==> config.mk <==
export PLATFORM = sky130hd
export DESIGN_NAME = iafs_top
export DESIGN_NICKNAME = d
export VERILOG_FILES = /design/src/pkg/iafs_pkg.sv /design/src/rtl/iafs_byte_count.sv /design/src/rtl/iafs_top.sv
export SDC_FILE = /design/constraint.sdc
export NUM_CORES = 1
export LEC_CHECK = 0
export BUFFER_PORTS_ARGS = -buffer_cell sky130_fd_sc_hd__buf_4
export CAP_MARGIN = 20
export CORE_MARGIN = 2
export CORE_UTILIZATION = 30
export DETAILED_ROUTE_END_ITERATION = 8
export HOLD_SLACK_MARGIN = 0.12
export PLACE_DENSITY_LB_ADDON = 0.08
export SLEW_MARGIN = 25
export SYNTH_ARGS = -nofsm -noshare
export SYNTH_HDL_FRONTEND = slang
export SYNTH_SLANG_ARGS = --single-unit
==> constraint.sdc <==
create_clock -name clk_sys -period 2.79 [get_ports clk_sys]
set_input_delay 0.279 -clock clk_sys [delete_from_list [all_inputs] [get_ports clk_sys]]
set_output_delay 0.279 -clock clk_sys [all_outputs]
set_load 0.02 [all_outputs]
==> src/pkg/iafs_pkg.sv <==
// Constants shared by the in-application flash sequencer
package iafs_pkg;

    // Special function register addresses
    localparam logic [7:0] IAFS_SFR_CTRL    = 8'he4;
    localparam logic [7:0] IAFS_SFR_ADR_LO  = 8'he5;
    localparam logic [7:0] IAFS_SFR_ADR_HI  = 8'he6;

    // Reset values
    localparam logic [7:0] IAFS_ADR_LO_RST  = 8'h00;
    localparam logic [7:0] IAFS_ADR_HI_RST  = 8'h00;
    localparam logic [3:0] IAFS_CTRL_RST    = 4'h0;

    // Control register field positions
    localparam int IAFS_BIT_ENABLE   = 7;
    localparam int IAFS_BIT_PROGRAM  = 6;
    localparam int IAFS_BIT_READBACK = 5;
    localparam int IAFS_BIT_ERASE    = 4;

    // Command patterns
    localparam logic [7:0] IAFS_CMD_ERASE    = 8'h90;
    localparam logic [7:0] IAFS_CMD_PROGRAM  = 8'hc0;
    localparam logic [7:0] IAFS_CMD_READBACK = 8'ha0;

    // Staging buffer and flash geometry
    localparam logic [8:0] IAFS_BUF_BASE    = 9'h100;
    localparam int         IAFS_BUF_BYTES   = 64;
    localparam int         IAFS_IDX_W       = 6;
    localparam int         IAFS_FLASH_AW    = 14;
    localparam int         IAFS_AUX_AW      = 9;

    // Sequencer states
    typedef enum logic [3:0] {
        IAFS_IDLE    = 4'h0,
        IAFS_E_WAIT  = 4'h1,
        IAFS_P_FETCH = 4'h2,
        IAFS_P_LOAD  = 4'h3,
        IAFS_P_WAIT  = 4'h4,
        IAFS_P_STEP  = 4'h5,
        IAFS_R_FETCH = 4'h6,
        IAFS_R_LOAD  = 4'h7,
        IAFS_R_STORE = 4'h8,
        IAFS_R_STEP  = 4'h9
    } iafs_state_t;

endpackage

==> src/rtl/iafs_byte_count.sv <==
// Byte index counter for 64-byte staging transfers
`timescale 1ns/1ps
`default_nettype none
module iafs_byte_count (
    input  wire logic                            clk_sys,
    input  wire logic                            rst_n,
    input  wire logic                            clear,
    input  wire logic                            step,
    output logic [iafs_pkg::IAFS_IDX_W-1:0]      idx,
    output logic                                 last
);
    import iafs_pkg::*;

    typedef struct packed {
        logic [IAFS_IDX_W-1:0] idx;
        logic                  last;
    } iafs_cnt_t;

    iafs_cnt_t cnt_ff;
    iafs_cnt_t nxt_cnt;

    // Clear wins over step; last marks index 63
    always_comb begin
        nxt_cnt = cnt_ff;
        if (clear) begin
            nxt_cnt.idx = '0;
        end else if (step) begin
            nxt_cnt.idx = cnt_ff.idx + 1'b1;
        end
        nxt_cnt.last = (nxt_cnt.idx == IAFS_IDX_W'(IAFS_BUF_BYTES - 1));
    end

    // State register
    always_ff @(posedge clk_sys or negedge rst_n) begin
        if (!rst_n) begin
            cnt_ff <= '0;
        end else begin
            cnt_ff <= nxt_cnt;
        end
    end

    assign idx  = cnt_ff.idx;
    assign last = cnt_ff.last;
endmodule
`default_nettype wire

==> src/rtl/iafs_top.sv <==
// In-application flash sequencer: SFRs, command decode, transfer engine
`timescale 1ns/1ps
`default_nettype none
module iafs_top (
    input  wire logic                               clk_sys,
    input  wire logic                               rst_n,
    input  wire logic [7:0]                         sfr_addr,
    input  wire logic                               sfr_wr,
    input  wire logic                               sfr_rd,
    input  wire logic [7:0]                         sfr_wdata,
    output logic [7:0]                              sfr_rdata,
    output logic                                    cpu_stall,
    output logic [iafs_pkg::IAFS_AUX_AW-1:0]        aux_addr,
    output logic                                    aux_rd,
    output logic                                    aux_wr,
    output logic [7:0]                              aux_wdata,
    input  wire logic [7:0]                         aux_rdata,
    output logic [iafs_pkg::IAFS_FLASH_AW-1:0]      flash_addr,
    output logic                                    flash_rd,
    output logic                                    flash_prog,
    output logic                                    flash_erase,
    output logic [7:0]                              flash_wdata,
    input  wire logic [7:0]                         flash_rdata,
    input  wire logic                               flash_done
);
    import iafs_pkg::*;

    typedef struct packed {
        iafs_state_t              st;
        logic [7:4]               ctrl;
        logic [7:0]               adr_lo;
        logic [7:0]               adr_hi;
        logic [7:0]               rdata;
        logic                     stall;
        logic [IAFS_FLASH_AW-1:0] fl_addr;
        logic                     fl_rd;
        logic                     fl_prog;
        logic                     fl_erase;
        logic [7:0]               fl_wdata;
        logic [IAFS_AUX_AW-1:0]   ax_addr;
        logic                     ax_rd;
        logic                     ax_wr;
        logic [7:0]               ax_wdata;
    } iafs_regs_t;

    iafs_regs_t               r_ff;
    iafs_regs_t               nxt_r;
    logic [IAFS_IDX_W-1:0]    idx;
    logic                     last;
    logic                     cnt_clear;
    logic                     cnt_step;

    // Flash byte address: start plus byte index
    function automatic logic [IAFS_FLASH_AW-1:0] flash_at(
        input logic [7:0]            hi,
        input logic [7:0]            lo,
        input logic [IAFS_IDX_W-1:0] i
    );
        logic [15:0] full;
        full = {hi, lo} + {10'h000, i};
        return full[IAFS_FLASH_AW-1:0];
    endfunction

    // Staging buffer slot address
    function automatic logic [IAFS_AUX_AW-1:0] aux_slot(input logic [IAFS_IDX_W-1:0] i);
        return IAFS_BUF_BASE + {3'h0, i};
    endfunction

    iafs_byte_count u_count (
        .clk_sys (clk_sys),
        .rst_n   (rst_n),
        .clear   (cnt_clear),
        .step    (cnt_step),
        .idx     (idx),
        .last    (last)
    );

    // Sequencer, register file and strobe generation
    always_comb begin
        nxt_r       = r_ff;
        nxt_r.fl_rd    = 1'b0;
        nxt_r.fl_prog  = 1'b0;
        nxt_r.fl_erase = 1'b0;
        nxt_r.ax_rd    = 1'b0;
        nxt_r.ax_wr    = 1'b0;
        cnt_clear   = 1'b0;
        cnt_step    = 1'b0;
        // Registered read data, unmapped reads return zero
        if (sfr_rd) begin
            case (sfr_addr)
                // control bits readable, low nibble zero
                IAFS_SFR_CTRL:   nxt_r.rdata = {r_ff.ctrl, 4'h0};
                IAFS_SFR_ADR_LO: nxt_r.rdata = r_ff.adr_lo;
                IAFS_SFR_ADR_HI: nxt_r.rdata = r_ff.adr_hi;
                default:         nxt_r.rdata = 8'h00;
            endcase
        end
        case (r_ff.st)
            IAFS_IDLE: begin
                if (sfr_wr) begin
                    case (sfr_addr)
                        IAFS_SFR_ADR_LO: nxt_r.adr_lo = sfr_wdata;
                        IAFS_SFR_ADR_HI: nxt_r.adr_hi = sfr_wdata;
                        IAFS_SFR_CTRL: begin
                            nxt_r.ctrl = sfr_wdata[7:4];
                            cnt_clear  = 1'b1;
                            case (sfr_wdata)
                                IAFS_CMD_ERASE: begin
                                    nxt_r.st       = IAFS_E_WAIT;
                                    nxt_r.stall    = 1'b1;
                                    nxt_r.fl_erase = 1'b1;
                                    nxt_r.fl_addr  = flash_at(r_ff.adr_hi, r_ff.adr_lo, '0);
                                end
                                IAFS_CMD_PROGRAM: begin
                                    nxt_r.st      = IAFS_P_FETCH;
                                    nxt_r.stall   = 1'b1;
                                    nxt_r.ax_rd   = 1'b1;
                                    nxt_r.ax_addr = aux_slot('0);
                                end
                                IAFS_CMD_READBACK: begin
                                    nxt_r.st      = IAFS_R_FETCH;
                                    nxt_r.stall   = 1'b1;
                                    nxt_r.fl_rd   = 1'b1;
                                    nxt_r.fl_addr = flash_at(r_ff.adr_hi, r_ff.adr_lo, '0);
                                end
                                default: nxt_r.st = IAFS_IDLE;
                            endcase
                        end
                        default: nxt_r.st = IAFS_IDLE;
                    endcase
                end
            end
            IAFS_E_WAIT: begin
                if (flash_done) begin
                    nxt_r.st = IAFS_IDLE;
                end
            end
            IAFS_P_FETCH: nxt_r.st = IAFS_P_LOAD;
            IAFS_P_LOAD: begin
                // program strobe only inside a command
                nxt_r.st       = IAFS_P_WAIT;
                nxt_r.fl_prog  = 1'b1;
                nxt_r.fl_wdata = aux_rdata;
                nxt_r.fl_addr  = flash_at(r_ff.adr_hi, r_ff.adr_lo, idx);
            end
            IAFS_P_WAIT: begin
                if (flash_done) begin
                    nxt_r.st = last ? IAFS_IDLE : IAFS_P_STEP;
                    cnt_step = !last;
                end
            end
            IAFS_P_STEP: begin
                nxt_r.st      = IAFS_P_FETCH;
                nxt_r.ax_rd   = 1'b1;
                nxt_r.ax_addr = aux_slot(idx);
            end
            IAFS_R_FETCH: nxt_r.st = IAFS_R_LOAD;
            IAFS_R_LOAD: begin
                // flash byte lands in buffer slot
                nxt_r.st       = IAFS_R_STORE;
                nxt_r.ax_wr    = 1'b1;
                nxt_r.ax_wdata = flash_rdata;
                nxt_r.ax_addr  = aux_slot(idx);
            end
            IAFS_R_STORE: begin
                nxt_r.st = last ? IAFS_IDLE : IAFS_R_STEP;
                cnt_step = !last;
            end
            IAFS_R_STEP: begin
                nxt_r.st      = IAFS_R_FETCH;
                nxt_r.fl_rd   = 1'b1;
                nxt_r.fl_addr = flash_at(r_ff.adr_hi, r_ff.adr_lo, idx);
            end
            default: nxt_r.st = IAFS_IDLE;
        endcase
        // completion releases CPU and clears command
        if (r_ff.st != IAFS_IDLE && nxt_r.st == IAFS_IDLE) begin
            nxt_r.stall = 1'b0;
            nxt_r.ctrl  = IAFS_CTRL_RST;
            cnt_clear   = 1'b1;
        end
    end

    // State register, constants only under reset
    always_ff @(posedge clk_sys or negedge rst_n) begin
        if (!rst_n) begin
            r_ff        <= '0;
            r_ff.st     <= IAFS_IDLE;
            r_ff.ctrl   <= IAFS_CTRL_RST;
            r_ff.adr_lo <= IAFS_ADR_LO_RST;
            r_ff.adr_hi <= IAFS_ADR_HI_RST;
        end else begin
            r_ff <= nxt_r;
        end
    end

    assign sfr_rdata   = r_ff.rdata;
    assign cpu_stall   = r_ff.stall;
    assign aux_addr    = r_ff.ax_addr;
    assign aux_rd      = r_ff.ax_rd;
    assign aux_wr      = r_ff.ax_wr;
    assign aux_wdata   = r_ff.ax_wdata;
    assign flash_addr  = r_ff.fl_addr;
    assign flash_rd    = r_ff.fl_rd;
    assign flash_prog  = r_ff.fl_prog;
    assign flash_erase = r_ff.fl_erase;
    assign flash_wdata = r_ff.fl_wdata;

    // Assertion helpers
    logic        cmd_ok;
    logic [15:0] start_adr;
    assign cmd_ok    = sfr_wr && sfr_addr == IAFS_SFR_CTRL && r_ff.st == IAFS_IDLE;
    assign start_adr = {r_ff.adr_hi, r_ff.adr_lo};
endmodule
`default_nettype wire

# Yosys cells after proc, flatten, opt, wreduce, memory -nomap -nowiden

Index checks and enable logic that the tools add are counted.

Output and inout port bits: 53
Input bits: 37
Flip-flop bits (word level): 84

Muxes and demuxes: 42
Equality and inequality tests: 20
Add/sub/neg operators: 3
Reduce and logical (&&, ||, !) cells: 22

Operators by type and width:

| operator              | number |
|---|---|
| $eq A8 B8 Y1 const B  | 6 |
| $pmux W4 S10          | 1 |
| $mux W16              | 2 |
| $mux W10              | 3 |
| $pmux W14 S2          | 1 |
| $mux W24              | 1 |
| $pmux W8 S3           | 1 |
| $mux W20              | 1 |
| $mux W4               | 5 |
| $pmux W9 S2           | 1 |
| $eq A4 B3 Y1 const B  | 4 |
| $mux W8               | 2 |
| $add A14 B6 Y14       | 1 |
| $mux W1               | 14 |
| $mux W14              | 1 |
| $mux W6               | 2 |
| $reduce_and A4 Y1     | 3 |
| $reduce_bool A2 Y1    | 6 |
| $add A9 B6 Y9 const A | 1 |
| $mux W9               | 1 |
| $pmux W3 S3           | 1 |
| $reduce_and A3 Y1     | 3 |
| $eq A4 B2 Y1 const B  | 2 |
| $eq A4 B4 Y1 const B  | 2 |
| 14 further kinds      | 22 |

# Logic depth before layout (Yosys ltp)

Depth after elaboration: 10
Depth in mapped cells: 8

# Hierarchy

A second synthesis with hierarchy kept.

Cells, all modules: 423
Area, all modules: 4578.1 µm²

Modules (own cells, without submodules):

| module          | seq. area each (µm²) | area an instance (µm²) | instances | cells each |
|---|---|---|---|---|
| iafs_top        | 1876.8               | 4240.3                 | 1         | 392 |
| iafs_byte_count | 175.2                | 337.8                  | 1         | 31 |

# Least setup slack after synthesis

No wires, ideal clock.

Path type: register -> register
Start point: register u_count.cnt_ff (netlist bit u_count.idx[0])
End point: register r_ff (netlist bit flash_addr[12])
Stages on the path, launching flop included: 9
Slack: 0.525 ns
Library setup time: 0.082 ns
Required time: 2.708 ns
Arrival time: 2.183 ns
Cells stage by stage: dfrtp_1 > ha_1 > inv_1 > fa_1 > nor2b_1 > o31a_1 > o22ai_1 > or4_1 > a31oi_1

Longest elaborated chain between the ends: 2

RTL lines:

| element                | line                  | RTL |
|---|---|---|
| start, declared        | iafs_byte_count.sv:19 | `iafs_cnt_t cnt_ff;` |
| start signal, assigned | iafs_byte_count.sv:38 | `cnt_ff <= nxt_cnt;` |
| $add A14 B6 Y14        | iafs_top.sv:60        | `full = {hi, lo} + {10'h000, i};` |
| $pmux W14 S2           | iafs_top.sv:98        | `case (r_ff.st)` |
| end signal, assigned   | iafs_top.sv:193       | `r_ff <= nxt_r;` |
| end, declared          | iafs_top.sv:46        | `iafs_regs_t r_ff;` |

Every way passes these cells.
A chain may end at the register's enable or synchronous reset.

# Worst setup path in the final report

Ends and elaborated chain as after synthesis.

==> impl_metrics.csv <==
group,metric,value,unit
yosys,async_flop_share,100,%
cells_and_area,fin_util,35.6,%
timing,setup_violations,0,
yosys,yosysUniqueCellTypes,72,
pwr,pwr-share-seq,39.7,%
timing,slew_headroom,54.7,%
pwr,swShare,33.7,%
worst_setup_path,cpMaxStageDelayCell,"or4_1",
floorplanning,io-pin-count,90,
worst_setup_path,cp_top_family,"simple AND/OR/NAND/NOR gates",
yosys,yosys.area_share.simple,14.9,%
worst_setup_path,setup.worst_path.class,"reg2reg",
floorplanning,start_util,30.4,%
global_routing,grt_pass1_vias,3388,
pwr,p_switching,1.46,mW
clock_network,cts_tree,"built",
detailed_routing,wire_per_inst,16.3,um
global_routing,grt_pass1_wl,18.1,mm
timing,fin_worst_skew,0.00969,ns
worst_setup_path,crit_buf_inv,1,
global_routing,antenna_found_initial,0,
worst_setup_path,path_max_fanout,8,
detailed_routing,viasPerCell,4.88,
yosys,synth_fa_ha_area_share,2.35,%
clock_network,htree_levels,3,
cells_and_area,final_cell_area,5350,um^2
min_path,min_path_type,"in2reg",
detailed_routing,first_pass_iters,6,
timing,final.setup.tns,0,ns
global_routing,grt_usage,14.4,%
detailed_routing,wl,11.1,mm
floorplanning,num_rows,45,
timing,whs,0.166,ns
timing,finalCriticalPeriod,2.51,ns
timing,clock.fmax,398,MHz
place,place.gp.congestion,0.780,
cells_and_area,drive_gt1_share,34.3,%
job,drv_cap,0,
yosys,synth_area,4570,um^2
timing,rsz0062_at_grt,"no",
clock_network,cts_setup_buffers,0,
clock_network,clk_latency,0.35,ns
floorplanning,die_y,127,um
yosys,syn_area_per_cell,10.3,um^2
clock_network,path_clk_slew,0.06,ns
pwr,p_int,2.87,mW
pwr,ir_drop,0.000352,V
pwr,clkPwrFrac,28.1,%
timing,hold_viol,0,
worst_setup_path,cp.required,3.05,ns
pwr,pwr-share-comb,32.2,%
yosys,synth-compound-area-share,12.2,%
pwr,p_leak,2.48,nW
yosys,synth_edf_count,0,
timing,worst_pin_slew,0.679,ns
yosys,synth_top_family_by_area,"simple AND/OR/NAND/NOR gates",
place,place_area,5030,um^2
detailed_routing,drcViolationCount,0,
place,dp_hpwl,8.45,mm
timing,drv_slew,0,
detailed_routing,drt_iter0_markers,182,
yosys,synthMuxAreaShare,10.1,%
yosys,ys_warn_count,0,
clock_network,cts.sinks,82,
detailed_routing,postRouteAntennaNets,0,
worst_setup_path,path_cells,"ha_1, inv_1, fa_1, nor2b_1, o31a_1, o22ai_1, or4_1, a31oi_1",
detailed_routing,vias,3320,
global_routing,grt_start_max_net_pins,53,
timing,period_share,90.1,%
worst_setup_path,cpPeakStageDelay,0.54,ns
yosys,synthFlopType,"dfrtp_1",
cells_and_area,syn2layout_area_growth,16.9,%
floorplanning,coreArea,15000,um^2
cells_and_area,diodes,0,
pwr,power.density,811,nW/um^2
outcome,status,"finished clean",
floorplanning,dieArea,16200,um^2
clock_network,cts_buffers,9,
worst_setup_path,critPathLaunchType,"register",
worst_setup_path,worstSetupEndpointType,"register",
clock_network,hold_buffers,1,
yosys,synth_xor_xnor_area_share,2.49,%
place,io_buffers,87,
yosys,synth_seq_cells,82,
cells_and_area,final_common_cell,"buf_4",
pwr,p_total,4.33,mW
floorplanning,dieWidth,127,um
yosys,synth_seq_area_share,44.9,%
worst_setup_path,cp.arrival,2.78,ns
clock_network,root_buffer,"clkbuf_16",
global_routing,grt_overflow,0,
yosys,syn_inst,444,
clock_network,clk_path_buf_depth,2,
cells_and_area,final_cell_mix,"97 x buf_4, 82 x dfrtp_1, 33 x mux2_2",
cells_and_area,nets,532,
clock_network,cts_resized,0,
-- kinds of logic (layout without fill, tap and decap cells) --
family / Yosys count / in the layout
flops: 82 / 82
mux: 42 / 42
other cells: 1 / 2
compound gates: 84 / 84
fa+ha+maj: 8 / 8
xor+xnor: 13 / 13
buf+inv: 89 / 136
simple gates: 125 / 125
-- per-layer routing --
| metal | GRT usage, % | part of all wire (%) | vias up |
|---|---|---|---|
| met2 | 22.3 | 47 | 82 |
| li1 | - | - | 1595 |
| met4 | 5.62 | 1.7 | 0 |
| met3 | 3.02 | 4.0 | 13 |
| met1 | 19.6 | 47 | 1630 |
| met5 | 0 | 0 | - |
-- synthesized netlist by cell type, types with 6 or more instances --
master / number / area [um^2]
ha_1: 7 / 87.6
buf_4: 48 / 360
mux2i_1: 9 / 90.1
a21oi_1: 16 / 80.1
buf_6: 6 / 67.6
dfrtp_1: 82 / 2050
o21ai_0: 25 / 125
inv_1: 22 / 82.6
xnor2_1: 8 / 70.1
nor2_1: 28 / 105
clkbuf_1: 7 / 26.3
nand3_1: 11 / 55.1
nand2_1: 31 / 116
mux2_2: 33 / 372
o22ai_1: 6 / 37.5
-- through the flow --
step,std cells,setup WS (ns)
2_1_floorplan,445,0.525
3_3_place_gp,663,0.340
3_5_place_dp,663,0.303
4_1_cts,680,0.289
5_1_grt,680,0.126
6_report,680,0.277
-- registers in the layout (all words and copies together) (netlist names) --
| signal | count |
|---|---|
| aux_addr | 7 |
| aux_rd | 1 |
| aux_wdata | 8 |
| aux_wr | 1 |
| cpu_stall | 1 |
| flash_addr | 14 |
| flash_erase | 1 |
| flash_prog | 1 |
| flash_rd | 1 |
| flash_wdata | 8 |
| r_ff | 24 |
| sfr_rdata | 8 |
| u_count.idx | 6 |
| u_count.last | 1 |
-- final timing paths --
| kind | startpoint | to | slack (ns) | cells after the start |
|---|---|---|---|---|
| max in group asynchronous | rst_n | r_ff[68] | 1.56 | 3 |
| worst max register to register | u_count.idx[0] | flash_addr[12] | 0.28 | 8 |
| min in group asynchronous | rst_n | flash_wdata[0] | 0.51 | 2 |
| worst max-delay path | u_count.idx[0] | flash_addr[12] | 0.28 | 8 |
| worst min-delay path | flash_rdata[0] | aux_wdata[0] | 0.17 | 2 |
| worst min register to register | aux_addr[8] | aux_addr[8] | 0.48 | 1 |
-- power groups by stage --
stage          Combinational [mW]  Sequential, mW  Clock, mW
2_1_floorplan                1.26            1.65          0
3_3_place_gp                 1.41            1.74          0
3_5_place_dp                 1.41            1.75          0
4_1_cts                      1.42            1.73       1.26
5_1_grt                      1.53            1.77       1.32
6_report                     1.39            1.72       1.22
-- cell type report --
class,instances,area [um^2]
well taps,188,235
clock buffers,11,253
clock inverters,5,52.6
repair buffers,98,738
flip-flops and latches,82,2050
inverters,22,82.6
fillers,1520,9690
multi-input cells,274,1930
-- worst reg2reg max path, delay by kind of cell, from the launching register on --
family,cells,cell delay [ns]
simple gates,2,0.70
buf+inv,1,0.06
compound gates,3,0.54
fa+ha+maj,2,0.66
flops,1,0.48
(Power assumes the default switching activity.)
